[config.mk]
export PLATFORM = sky130hd
export DESIGN_NAME = cifl_core
export DESIGN_NICKNAME = d
export VERILOG_FILES = /design/src/hdl/cifl_pkg.sv /design/src/hdl/cifl_core.sv /design/src/hdl/cifl_tick_divider.sv /design/src/hdl/cifl_pulse_gen.sv
export SDC_FILE = /design/constraint.sdc
export NUM_CORES = 1
export LEC_CHECK = 0
export BUFFER_PORTS_ARGS = -buffer_cell sky130_fd_sc_hd__buf_2
export CORE_MARGIN = 3
export CORE_UTILIZATION = 30
export CTS_CLUSTER_SIZE = 40
export DETAILED_ROUTE_END_ITERATION = 10
export PLACE_DENSITY = 0.48
export SLEW_MARGIN = 20
export SYNTH_ARGS = -nofsm -noshare
export SYNTH_HDL_FRONTEND = slang
export SYNTH_HIERARCHICAL = 1
export SYNTH_SLANG_ARGS = --single-unit
[constraint.sdc]
create_clock -name clock_in -period 2.46 [get_ports clock_in]
set_input_delay 0.492 -clock clock_in [delete_from_list [all_inputs] [get_ports clock_in]]
set_output_delay 0.492 -clock clock_in [all_outputs]
set_load 0.01 [all_outputs]
[src/hdl/cifl_pkg.sv]
// Constants shared by the codec interrupt flag logic
package cifl_pkg;
    // Register offsets on the control port
    localparam logic [7:0] ADDR_PLAY_STICKY = 8'h2C;
    localparam logic [7:0] ADDR_REC_STICKY  = 8'h2D;
    localparam logic [7:0] ADDR_PLAY_STATUS = 8'h2E;
    localparam logic [7:0] ADDR_REC_STATUS  = 8'h2F;
    localparam logic [7:0] ADDR_IRQ1_CTRL   = 8'h30;
    localparam logic [7:0] ADDR_IRQ2_CTRL   = 8'h31;

    // Playback status and sticky field positions
    localparam int BIT_SHORT_LEFT  = 7;
    localparam int BIT_SHORT_RIGHT = 6;
    localparam int BIT_BUTTON      = 5;
    localparam int BIT_HEADSET     = 4;
    localparam int BIT_POWER_LEFT  = 3;
    localparam int BIT_POWER_RIGHT = 2;
    // Record status field positions
    localparam int BIT_NOISE       = 6;
    localparam int BIT_DC_AVAIL    = 2;
    // Mask control field positions
    localparam int BIT_M_INSERT    = 7;
    localparam int BIT_M_BUTTON    = 6;
    localparam int BIT_M_POWER     = 5;
    localparam int BIT_M_NOISE     = 4;
    localparam int BIT_M_SHORT     = 3;
    localparam int BIT_M_RSVD      = 2;
    localparam int BIT_M_DC        = 1;
    localparam int BIT_M_REPEAT    = 0;

    // Writable bits and reset values
    localparam logic [7:0] CTRL_WR_MASK   = 8'hFB;
    localparam logic [7:0] REC_WR_MASK    = 8'hA3;
    localparam logic [7:0] CTRL_RESET     = 8'h00;
    localparam logic [7:0] REC_RSVD_RESET = 8'h00;
    localparam logic [7:0] STICKY_RESET   = 8'h00;

    // Timing
    localparam int CLK_PERIOD_NS    = 4;
    localparam int TICK_NS          = 1000;
    localparam int PULSE_WIDTH_US   = 2000;
    localparam int PULSE_PERIOD_US  = 4000;
    localparam int CYCLES_PER_TICK  = (TICK_NS + CLK_PERIOD_NS - 1) / CLK_PERIOD_NS;
    localparam int PULSE_HIGH_TICKS = PULSE_WIDTH_US * 1000 / TICK_NS;
    localparam int PULSE_LOW_TICKS  = (PULSE_PERIOD_US - PULSE_WIDTH_US) * 1000 / TICK_NS;
endpackage

[src/hdl/cifl_core.sv]
// Codec interrupt flags, masks and interrupt output pulses
`timescale 1ns/1ns

// How it works
// - Left short bit reads 1 while a left driver short is present, resets 0
// - Right short bit reads 1 while a right driver short is present, resets 0
// - Button bit reads 1 while the headset button is pressed
// - Headset bit reads 1 for insertion, 0 for removal
// - Left power bit reads 1 while left power is above compressor threshold
// - Right power bit reads 1 while right power is above compressor threshold
// - Noise bit reads 1 while record power is below noise threshold
// - Record register shows a read-only DC measurement available bit
// - First output masks insertion, button and power events by bits 7, 6, 5
// - First output masks noise, short and DC events by bits 4, 3, 1
// - Second output has its own masks for insertion, button and power
// - Second output has its own masks for noise, short and DC events
// - First output bit 0 picks one 2 ms pulse or pulses every 4 ms
// - Second output bit 0 picks the same single or repeated pulses
// - Repeated pulses stop once both sticky registers have been read
// - Sticky bits clear on read but set again while their source stays active; headset only on a change
module cifl_core #(
    parameter int CYCLES_PER_TICK = cifl_pkg::CYCLES_PER_TICK
) (
    input  wire logic       clock_in,
    input  wire logic       resetn_in,
    input  wire logic [7:0] reg_addr_in,
    input  wire logic       reg_write_in,
    input  wire logic       reg_read_in,
    input  wire logic [7:0] reg_wdata_in,
    output logic [7:0]      reg_rdata_out,
    input  wire logic       short_left_in,
    input  wire logic       short_right_in,
    input  wire logic       button_in,
    input  wire logic       headset_in,
    input  wire logic       power_left_in,
    input  wire logic       power_right_in,
    input  wire logic       noise_low_in,
    input  wire logic       dc_avail_in,
    output logic            first_irq_output_out,
    output logic            second_irq_output_out
);
    // Mask decode shared by both outputs
    function automatic logic masked_any(input logic [7:0] mask, input logic [7:0] events);
        masked_any = |(mask & events);
    endfunction

    logic [7:0] first_irq_mask_control;
    logic [7:0] second_irq_mask_control;
    logic [7:0] record_rsvd;
    logic [7:0] play_sticky;
    logic [7:0] rec_sticky;
    logic [7:0] prev_src;
    logic       read_play_seen;
    logic       read_rec_seen;

    logic [7:0] src;
    logic [7:0] src_rise;
    logic       headset_change;
    logic [7:0] playback_event_status;
    logic [7:0] record_event_status;
    logic [7:0] play_set;
    logic [7:0] rec_set;
    logic [7:0] events;
    logic       sel_play_sticky;
    logic       sel_rec_sticky;
    logic       sel_rec_status;
    logic       sel_ctrl1;
    logic       sel_ctrl2;
    logic       rd_play_sticky;
    logic       rd_rec_sticky;
    logic       both_read;
    logic       trigger1;
    logic       trigger2;
    logic       tick;
    logic [7:0] next_rdata;
    logic [7:0] next_play_sticky;
    logic [7:0] next_rec_sticky;

    // Source levels packed in playback layout, record sources in free bits
    assign src = {short_left_in, short_right_in, button_in, headset_in,
                  power_left_in, power_right_in, noise_low_in, dc_avail_in};
    assign src_rise       = src & ~prev_src;
    assign headset_change = src[cifl_pkg::BIT_HEADSET] ^ prev_src[cifl_pkg::BIT_HEADSET];

    // Live status views
    always_comb begin
        playback_event_status = 8'h00;
        playback_event_status[cifl_pkg::BIT_SHORT_LEFT]  = short_left_in;
        playback_event_status[cifl_pkg::BIT_SHORT_RIGHT] = short_right_in;
        playback_event_status[cifl_pkg::BIT_BUTTON]      = button_in;
        playback_event_status[cifl_pkg::BIT_HEADSET]     = headset_in;
        playback_event_status[cifl_pkg::BIT_POWER_LEFT]  = power_left_in;
        playback_event_status[cifl_pkg::BIT_POWER_RIGHT] = power_right_in;
    end

    always_comb begin
        record_event_status = record_rsvd & cifl_pkg::REC_WR_MASK;
        record_event_status[cifl_pkg::BIT_NOISE]    = noise_low_in;
        record_event_status[cifl_pkg::BIT_DC_AVAIL] = dc_avail_in;
    end

    // Sticky set terms; the headset flag catches both insertion and removal
    always_comb begin
        play_set = playback_event_status;
        play_set[cifl_pkg::BIT_HEADSET] = headset_change;
        rec_set  = 8'h00;
        rec_set[cifl_pkg::BIT_NOISE]    = noise_low_in;
        rec_set[cifl_pkg::BIT_DC_AVAIL] = dc_avail_in;
    end

    // Event vector in mask bit layout
    always_comb begin
        events = 8'h00;
        events[cifl_pkg::BIT_M_INSERT] = headset_change;
        events[cifl_pkg::BIT_M_BUTTON] = src_rise[cifl_pkg::BIT_BUTTON];
        events[cifl_pkg::BIT_M_POWER]  = src_rise[cifl_pkg::BIT_POWER_LEFT]
                                       | src_rise[cifl_pkg::BIT_POWER_RIGHT];
        events[cifl_pkg::BIT_M_NOISE]  = src_rise[1];
        events[cifl_pkg::BIT_M_SHORT]  = src_rise[cifl_pkg::BIT_SHORT_LEFT]
                                       | src_rise[cifl_pkg::BIT_SHORT_RIGHT];
        events[cifl_pkg::BIT_M_DC]     = src_rise[0];
    end

    // Address decode
    assign sel_play_sticky = (reg_addr_in == cifl_pkg::ADDR_PLAY_STICKY);
    assign sel_rec_sticky  = (reg_addr_in == cifl_pkg::ADDR_REC_STICKY);
    assign sel_rec_status  = (reg_addr_in == cifl_pkg::ADDR_REC_STATUS);
    assign sel_ctrl1       = (reg_addr_in == cifl_pkg::ADDR_IRQ1_CTRL);
    assign sel_ctrl2       = (reg_addr_in == cifl_pkg::ADDR_IRQ2_CTRL);
    assign rd_play_sticky  = reg_read_in && sel_play_sticky;
    assign rd_rec_sticky   = reg_read_in && sel_rec_sticky;

    // Read clears, but a set in the same cycle wins so no event is lost
    assign next_play_sticky = (rd_play_sticky ? 8'h00 : play_sticky) | play_set;
    assign next_rec_sticky  = (rd_rec_sticky ? 8'h00 : rec_sticky) | rec_set;

    // Both sticky registers must be read before repeated pulses stop
    assign both_read = (read_play_seen || rd_play_sticky)
                    && (read_rec_seen || rd_rec_sticky);

    // Read mux; unmapped offsets read zero
    always_comb begin
        unique case (reg_addr_in)
            cifl_pkg::ADDR_PLAY_STICKY: next_rdata = play_sticky;
            cifl_pkg::ADDR_REC_STICKY:  next_rdata = rec_sticky;
            cifl_pkg::ADDR_PLAY_STATUS: next_rdata = playback_event_status;
            cifl_pkg::ADDR_REC_STATUS:  next_rdata = record_event_status;
            cifl_pkg::ADDR_IRQ1_CTRL:   next_rdata = first_irq_mask_control;
            cifl_pkg::ADDR_IRQ2_CTRL:   next_rdata = second_irq_mask_control;
            default:                    next_rdata = 8'h00;
        endcase
    end

    always_ff @(posedge clock_in) begin
        if (!resetn_in) begin
            reg_rdata_out <= 8'h00;
        end else if (reg_read_in) begin
            reg_rdata_out <= next_rdata;
        end
    end

    // Writable registers; the reserved control bit is never stored
    always_ff @(posedge clock_in) begin
        if (!resetn_in) begin
            first_irq_mask_control  <= cifl_pkg::CTRL_RESET;
            second_irq_mask_control <= cifl_pkg::CTRL_RESET;
            record_rsvd             <= cifl_pkg::REC_RSVD_RESET;
        end else if (reg_write_in) begin
            if (sel_ctrl1) begin
                first_irq_mask_control <= reg_wdata_in & cifl_pkg::CTRL_WR_MASK;
            end
            if (sel_ctrl2) begin
                second_irq_mask_control <= reg_wdata_in & cifl_pkg::CTRL_WR_MASK;
            end
            if (sel_rec_status) begin
                record_rsvd <= reg_wdata_in & cifl_pkg::REC_WR_MASK;
            end
        end
    end

    // Sticky flags and read tracking
    always_ff @(posedge clock_in) begin
        if (!resetn_in) begin
            play_sticky    <= cifl_pkg::STICKY_RESET;
            rec_sticky     <= cifl_pkg::STICKY_RESET;
            prev_src       <= 8'h00;
            read_play_seen <= 1'b0;
            read_rec_seen  <= 1'b0;
        end else begin
            play_sticky <= next_play_sticky;
            rec_sticky  <= next_rec_sticky;
            prev_src    <= src;
            if (both_read || trigger1 || trigger2) begin
                read_play_seen <= 1'b0;
                read_rec_seen  <= 1'b0;
            end else begin
                read_play_seen <= read_play_seen || rd_play_sticky;
                read_rec_seen  <= read_rec_seen || rd_rec_sticky;
            end
        end
    end

    // Only enabled events start a pulse train
    assign trigger1 = masked_any(first_irq_mask_control, events);
    assign trigger2 = masked_any(second_irq_mask_control, events);

    cifl_tick_divider #(
        .CYCLES (CYCLES_PER_TICK)
    ) u_tick (
        .clock_in  (clock_in),
        .resetn_in (resetn_in),
        .tick_out  (tick)
    );

    cifl_pulse_gen u_first (
        .clock_in   (clock_in),
        .resetn_in  (resetn_in),
        .tick_in    (tick),
        .trigger_in (trigger1),
        .repeat_in  (first_irq_mask_control[cifl_pkg::BIT_M_REPEAT]),
        .ack_in     (both_read),
        .pulse_out  (first_irq_output_out)
    );

    cifl_pulse_gen u_second (
        .clock_in   (clock_in),
        .resetn_in  (resetn_in),
        .tick_in    (tick),
        .trigger_in (trigger2),
        .repeat_in  (second_irq_mask_control[cifl_pkg::BIT_M_REPEAT]),
        .ack_in     (both_read),
        .pulse_out  (second_irq_output_out)
    );
endmodule

[src/hdl/cifl_tick_divider.sv]
// Divider giving a one-cycle tick every microsecond
`timescale 1ns/1ns
module cifl_tick_divider #(
    parameter int CYCLES = cifl_pkg::CYCLES_PER_TICK
) (
    input  wire logic clock_in,
    input  wire logic resetn_in,
    output logic      tick_out
);
    logic [15:0] count;
    logic        at_end;

    assign at_end = (count == 16'(CYCLES - 1));

    always_ff @(posedge clock_in) begin
        if (!resetn_in) begin
            count    <= 16'h0000;
            tick_out <= 1'b0;
        end else begin
            count    <= at_end ? 16'h0000 : count + 16'h0001;
            tick_out <= at_end;
        end
    end
endmodule

[src/hdl/cifl_pulse_gen.sv]
// Single or repeated pulse generator for one interrupt output
`timescale 1ns/1ns
module cifl_pulse_gen #(
    parameter int HIGH_TICKS = cifl_pkg::PULSE_HIGH_TICKS,
    parameter int LOW_TICKS  = cifl_pkg::PULSE_LOW_TICKS
) (
    input  wire logic clock_in,
    input  wire logic resetn_in,
    input  wire logic tick_in,
    input  wire logic trigger_in,
    input  wire logic repeat_in,
    input  wire logic ack_in,
    output logic      pulse_out
);
    typedef enum logic [1:0] {IDLE, HIGH, LOW} cifl_pulse_state_t;

    cifl_pulse_state_t state;
    logic [15:0]       count;
    logic              acked;
    logic              high_done;
    logic              low_done;

    assign high_done = tick_in && (count == 16'(HIGH_TICKS - 1));
    assign low_done  = tick_in && (count == 16'(LOW_TICKS - 1));

    always_ff @(posedge clock_in) begin
        if (!resetn_in) begin
            state     <= IDLE;
            count     <= 16'h0000;
            acked     <= 1'b0;
            pulse_out <= 1'b0;
        end else begin
            if (tick_in) begin
                count <= count + 16'h0001;
            end
            acked <= ack_in || (acked && state != IDLE);
            unique case (state)
                IDLE: begin
                    if (trigger_in) begin
                        state     <= HIGH;
                        count     <= 16'h0000;
                        acked     <= 1'b0;
                        pulse_out <= 1'b1;
                    end
                end
                HIGH: begin
                    if (high_done) begin
                        state     <= LOW;
                        count     <= 16'h0000;
                        pulse_out <= 1'b0;
                    end
                end
                LOW: begin
                    // Reads stop the train when the current pulse ends, or at once during the low phase
                    if (!repeat_in || acked || ack_in) begin
                        state <= IDLE;
                    end else if (low_done) begin
                        state     <= HIGH;
                        count     <= 16'h0000;
                        pulse_out <= 1'b1;
                    end
                end
            endcase
        end
    end
endmodule

==> impl_metrics.py, run 1 <==
metrics = {
    "synthesis": {
        "netlist_instances": 542,
        "synth_edf_count": 0,
        "syn_area_per_cell_um2": 9.27,
        "ys_warn_count": 6,
        "async_reset_ff_frac": 0,
        "synth_flop_cell": "dfxtp_1",
        "synth_seq_area_share": 0.402,
        "netlist_area_um2": 5030,
        "syn_nets": 580,
        "netlist-cell-type-count": 65,
        "synth_seq_cells": 101,
    },
    "cts": {
        "postCtsHoldBufs": 0,
        "cts_sinks": 101,
        "clockBufferDepth": 2,
        "htree_levels": 3,
        "path_clk_slew_ps": 70,
        "cts_tree": "yes",
        "numCtsBuffers": 9,
        "clkLatencyLatePin_ps": 350,
        "cts_resized": 0,
        "cts-root-buf": "clkbuf_16",
        "cts_setup_buffers": 0,
    },
    "drt": {
        "vias_per_cell": 5.02,
        "drt_iter0_drc": 247,
        "top_layer": "met4",
        "first_pass_iters": 7,
        "num_vias": 4058,
        "met2_length_um": 5430,
        "wl_met1_um": 5580,
        "antenna_left": 0,
        "wl_per_cell_um": 14.4,
        "drc_errors": 0,
        "wl_met3_um": 481,
        "drt_wl_total_um": 11700,
    },
    "die": {
        "rows": 46,
        "die_h_um": 135,
        "core_area_um2": 16100,
        "die_area_um2": 18300,
        "die_w_um": 135,
        "io-pin-count": 38,
        "initial_utilization": 0.312,
    },
    "final_layout": {
        "fin_area_um2": 5780,
        "final_nets": 626,
        "drive_gt1_frac": 0.175,
        "area_growth_pct": 15.0,
        "multiInputGateArea_um2": 2800,
        "fillCellCount": 1662,
        "area.sequential_um2": 2020,
        "utilization": 0.359,
        "antenna_cells": 0,
    },
    "timing": {
        "max_slew_margin": 0.485,
        "period_minus_slack_ps": 2190,
        "finalMaxSlewViolations": 0,
        "grt_setup_unrepaired": "false",
        "period_share": 0.891,
        "tightestPinTransition_ps": 773,
        "setup_viol": 0,
        "clock_skew_ps": 7.04,
        "hold_viol": 0,
        "fmax_mhz": 456,
    },
    "setup_path": {
        "regToRegEndpoint": "u_second/count[9]",
        "worstPathArrival_ps": 2390,
        "crit_path_end_kind": "flop",
        "reg2reg_slack_ps": 280,
        "cp_max_fo": 16,
        "path_cells": "buf_2, and3b_1, nand4_1, nand2b_1, a22o_1, nor2_1, nand2_1, a221oi_4, nor3_1",
        "crit_family": "compound AO/OA/AOI/OAI gates",
        "crit_required_ps": 2660,
        "cp.depth": 9,
        "cp-startpoint": "reg_addr_in[4]",
        "critPathBufInv": 1,
        "rr_worst_depth": 5,
        "path_class": "in2reg",
        "critPathLaunchType": "input pin",
        "cp-endpoint": "u_first/count[5]",
        "slowest_stage": "a221oi_4",
        "cpPeakStageDelay_ps": 700,
        "r2r_start": "u_second/count[0]",
    },
    "grt": {
        "grt_max_degree": 41,
        "antenna_found_initial": 0,
        "grtUsageTotal": 0.131,
        "grt.overflow.total": 0,
        "grt_pass1_wl_um": 19600,
        "grt_pass1_vias": 3934,
    },
    "min_path": {
        "hold_path_class": "in2reg",
        "worstHoldStart": "reg_wdata_in[1]",
    },
    "status": {
        "status": "finished, final reports clean",
    },
    "flow_run": {
        "drv_cap": 0,
    },
    "power": {
        "power_leakage_nw": 2.10,
        "power_per_cell_area_nw_per_um2": 613,
        "peakVddDrop_uv": 352,
    },
    "place": {
        "post_dp_cell_area_um2": 5500,
        "dp_hpwl_um": 8520,
        "portBuffers": 36,
        "place_congestion": 0.794,
    },
}
per-stage QoR:
step	std cells	TNS, ps	hold WS, ps	worst slack [ps]	power, mW
6_report	809	0	387	267	3.54
2_1_floorplan	542	0	442	274	2.09
3_5_place_dp	793	-2440	464	-108	2.21
5_1_grt	809	0	393	33.4	3.71
4_1_cts	809	0	375	242	3.60
3_3_place_gp	793	-1350	457	-58.0	2.19
worst register-to-register path: cells and delay by family (launching register included):
| kind | cells | cell delay, ps |
|---|---|---|
| and+or+nand+nor | 3 | 640 |
| DFF | 1 | 410 |
| adders and majority gates | 1 | 240 |
| AOI/OAI and AO/OA | 1 | 750 |
synthesized netlist by cell type (3+ instances only):
cell,number,area share
a211oi_1,7,0.010
xor2_1,6,0.010
o21ai_1,10,0.010
nand3_2,3,0.0060
nand4_1,12,0.015
nand2_1,30,0.022
nand4_2,4,0.010
nand3_1,25,0.025
ha_1,10,0.025
mux2i_1,15,0.030
buf_2,5,0.0050
a21boi_0,3,0.0045
or3_1,8,0.010
nor2_1,37,0.028
o21a_1,6,0.0090
nor4_2,3,0.0075
inv_1,24,0.018
nor3_1,37,0.037
xnor2_1,31,0.054
nor4b_1,4,0.0070
buf_6,4,0.0090
and2_1,7,0.0087
and4_1,4,0.0070
o21ai_0,19,0.019
nor2b_1,18,0.022
dfxtp_1,101,0.40
nand4_4,3,0.013
a21oi_1,14,0.014
nand2b_1,9,0.011
and3b_1,3,0.0052
clkbuf_1,7,0.0052
nor4_1,12,0.015
power by group:
| group | leakage, nW | total [mW] | internal [mW] | switching, mW |
|---|---|---|---|---|
| combinational | 1.14 | 0.453 | 0.176 | 0.277 |
| clock | 0.140 | 1.37 | 0.706 | 0.667 |
| sequential | 0.820 | 1.72 | 1.68 | 0.0319 |
| total | 2.10 | 3.54 | 2.57 | 0.976 |
metal layers:
layer / vias to the layer above / GRT usage
met4: 0 / 0.0431
met5: - / 0
met1: 1912 / 0.175
met2: 83 / 0.210
met3: 11 / 0.0316
li1: 2052 / -
registers in the layout, indices dropped and copies added (netlist names), 2 cells and up:
register / flops
second_irq_mask_control: 7
rec_sticky: 2
reg_rdata_out: 8
u_second/count: 16
record_rsvd: 4
u_second/state: 2
u_first/count: 16
prev_src: 8
u_tick/count: 16
first_irq_mask_control: 7
play_sticky: 6
u_first/state: 2
kinds of logic after synthesis:
kind of cell,after synthesis,share of synthesized area
buf+inv,44,0.0416
simple gates,245,0.302
mux,17,0.0388
compound gates,88,0.126
fa+ha+maj,10,0.0249
xor+xnor,37,0.0645
flops,101,0.402
cells in the final DEF, fill, tap and decap left out, drive strengths merged, types with 14 or more instances in the layout:
cell type,count
o21ai,29
inv,28
nand2,32
nor4,17
nor3,37
a21oi,14
xnor2,31
mux2i,15
nand4,19
dfxtp,101
buf,55
nand3,28
nor2b,18
nor2,37
final cells by class:
cell class                      count  area share
Timing Repair Buffer               55      0.0558
Inverter                           24      0.0156
Clock buffer                       10      0.0396
Clock inverter                      6     0.00887
Multi-Input combinational cell    397       0.484
Tap cell                          216      0.0468
Sequential cell                   101       0.350
how the worst min path moves through the flow:
stage	end	slack [ps]	cells past startpoint
after floorplan	second_irq_mask_control[3]	440	2
after global placement	u_first/pulse_out	460	2
after detailed placement	reg_rdata_out[2]	460	2
after CTS	record_rsvd[1]	380	3
after global routing	prev_src[2]	390	2
final	record_rsvd[1]	390	3
Power figures use the tool's default switching activity.
==> run 2, diff against run 1 <==
--- a/config.mk
+++ b/config.mk
@@ -6,10 +6,11 @@
 export NUM_CORES = 1
 export LEC_CHECK = 0
 export BUFFER_PORTS_ARGS = -buffer_cell sky130_fd_sc_hd__buf_2
-export CORE_MARGIN = 3
+export CORE_MARGIN = 2
 export CORE_UTILIZATION = 30
 export CTS_CLUSTER_SIZE = 40
 export DETAILED_ROUTE_END_ITERATION = 10
+export MAX_ROUTING_LAYER = met4
 export PLACE_DENSITY = 0.48
 export SLEW_MARGIN = 20
 export SYNTH_ARGS = -nofsm -noshare
==> run 2 against run 1 <==
Global-route usage rose by 0.83 points. Total power up 3.5%. Cell count increased by 0.49%. Largest power group unchanged. Combinational power hardly changed. Flip-flop and latch count unchanged.
==> impl_metrics.py, run 2 (synthesis gave the netlist of run 1 again) <==
metrics = {
    "status": {
        "status": "finished, final reports clean",
    },
    "power": {
        "finalPower_mw": 3.67,
        "peakVddDrop_uv": 363,
        "power_leakage_nw": 2.12,
        "power_per_cell_area_nw_per_um2": 630,
        "intPower_mw": 2.67,
        "seqPwrFrac": 0.468,
        "clock_power_share": 0.408,
        "p_sw_frac": 0.270,
        "power_frac_comb": 0.124,
        "p_switching_uw": 991,
    },
    "final_layout": {
        "final_cell_mix": "101 x dfxtp_1, 37 x nor2_1, 37 x nor3_1",
        "drive_gt1_frac": 0.177,
        "reg.largest.list": "u_first/count: 16 flops, u_second/count: 16 flops, u_tick/count: 16 flops",
        "layout_commonest_cell": "dfxtp_1",
        "antenna_cells": 0,
        "final_nets": 626,
        "area_growth_pct": 15.8,
        "layoutNonFillerInstCount": 813,
    },
    "drt": {
        "first_pass_iters": 4,
        "drt_iter0_drc": 166,
        "num_vias": 4047,
        "drt_wl_total_um": 11600,
        "drc_errors": 0,
        "antenna_left": 0,
        "wl_per_cell_um": 14.2,
        "vias_per_cell": 4.98,
    },
    "die": {
        "rows": 47,
        "die_area_um2": 17800,
        "core_area_um2": 16500,
        "die_w_um": 133,
        "initial_utilization": 0.305,
        "io-pin-count": 38,
        "die_h_um": 133,
    },
    "timing": {
        "tightestPinTransition_ps": 778,
        "fmax_mhz": 448,
        "period_share": 0.907,
        "max_slew_margin": 0.481,
        "fin_tns_setup_ps": 0,
        "grt_setup_unrepaired": "false",
        "hold_viol": 0,
        "finalMaxSlewViolations": 0,
        "period_minus_slack_ps": 2230,
        "setup_viol": 0,
        "clock_skew_ps": 11.0,
    },
    "cts": {
        "htree_levels": 3,
        "cts_sinks": 101,
        "clockBufferDepth": 2,
        "cts-root-buf": "clkbuf_16",
        "clkLatencyLatePin_ps": 350,
        "numCtsBuffers": 9,
        "path_clk_slew_ps": 80,
        "cts_resized": 0,
        "cts_setup_buffers": 0,
        "cts_tree": "yes",
        "postCtsHoldBufs": 0,
    },
    "flow_run": {
        "drv_cap": 0,
    },
    "setup_path": {
        "crit_required_ps": 2660,
        "cp_max_fo": 16,
        "r2r_start": "u_first/count[0]",
        "rr_worst_depth": 5,
        "crit_path_end_kind": "flop",
        "worstPathArrival_ps": 2430,
        "regToRegEndpoint": "u_first/count[8]",
        "reg2reg_slack_ps": 230,
        "path_class": "reg2reg",
        "cp-startpoint": "u_first/count[0]",
        "cp-endpoint": "u_first/count[8]",
        "critPathLaunchType": "flop",
    },
    "place": {
        "portBuffers": 36,
        "place_congestion": 0.811,
        "dp_hpwl_um": 8530,
        "place_inst": 797,
    },
    "grt": {
        "antenna_found_initial": 0,
        "grt_max_degree": 22,
        "grtUsageTotal": 0.140,
        "grt.overflow.total": 0,
        "grt_pass1_vias": 4000,
        "grt_pass1_wl_um": 19700,
    },
    "min_path": {
        "hold_path_class": "in2reg",
        "holdPathStages": 2,
    },
}
run 2: power by group through the flow:
| stage | registers (mW) | logic [mW] | clock network, mW |
|---|---|---|---|
| final | 1.71 | 0.455 | 1.50 |
| after global routing | 1.72 | 0.511 | 1.63 |
| after CTS | 1.71 | 0.459 | 1.55 |
| after detailed placement | 1.75 | 0.456 | 0 |
| after global placement | 1.75 | 0.446 | 0 |
| after floorplan | 1.75 | 0.334 | 0 |
run 2: worst min path at each step:
stage,from,to,slack (ps)
after global placement,play_sticky[3],play_sticky[3],460
final,short_right_in,prev_src[6],380
after detailed placement,second_irq_mask_control[5],second_irq_mask_control[5],470
after CTS,short_right_in,prev_src[6],360
after floorplan,second_irq_mask_control[3],second_irq_mask_control[3],440
after global routing,short_right_in,prev_src[6],370
run 2: metrics by stage:
step	hold WS [ps]	setup WS (ps)	area, µm²	util
2_1_floorplan	442	274	5030	-
3_3_place_gp	459	-41.1	5510	0.334
3_5_place_dp	469	-107	5510	0.334
5_1_grt	374	88.5	5820	0.353
6_report	379	230	5820	0.353
4_1_cts	363	200	5820	0.353
run 2: per-layer routing:
metal,vias to the layer above,share of wire,wire [µm],global-route usage
li1,2056,-,-,-
met1,1934,0.48,5570,0.177
met2,46,0.48,5550,0.227
met3,11,0.025,287,0.0263
met4,0,0.014,159,0.0431
met5,-,0,0,-
run 2: worst max-delay path: stages (launching register included):
cell and delay (ps):
dfxtp_1 430, ha_1 240, and4_1 270, nand4_2 220, a221oi_4 760, nor3_1 140
run 2: area by class of cell:
type | instances | area [µm²]
Fill cell | 1728 | 10600
Multi-Input combinational cell | 397 | 2800
Sequential cell | 101 | 2020
Timing Repair Buffer | 55 | 323
Tap cell | 220 | 275
Clock buffer | 9 | 225
Clock inverter | 7 | 90.1
Inverter | 24 | 90.1
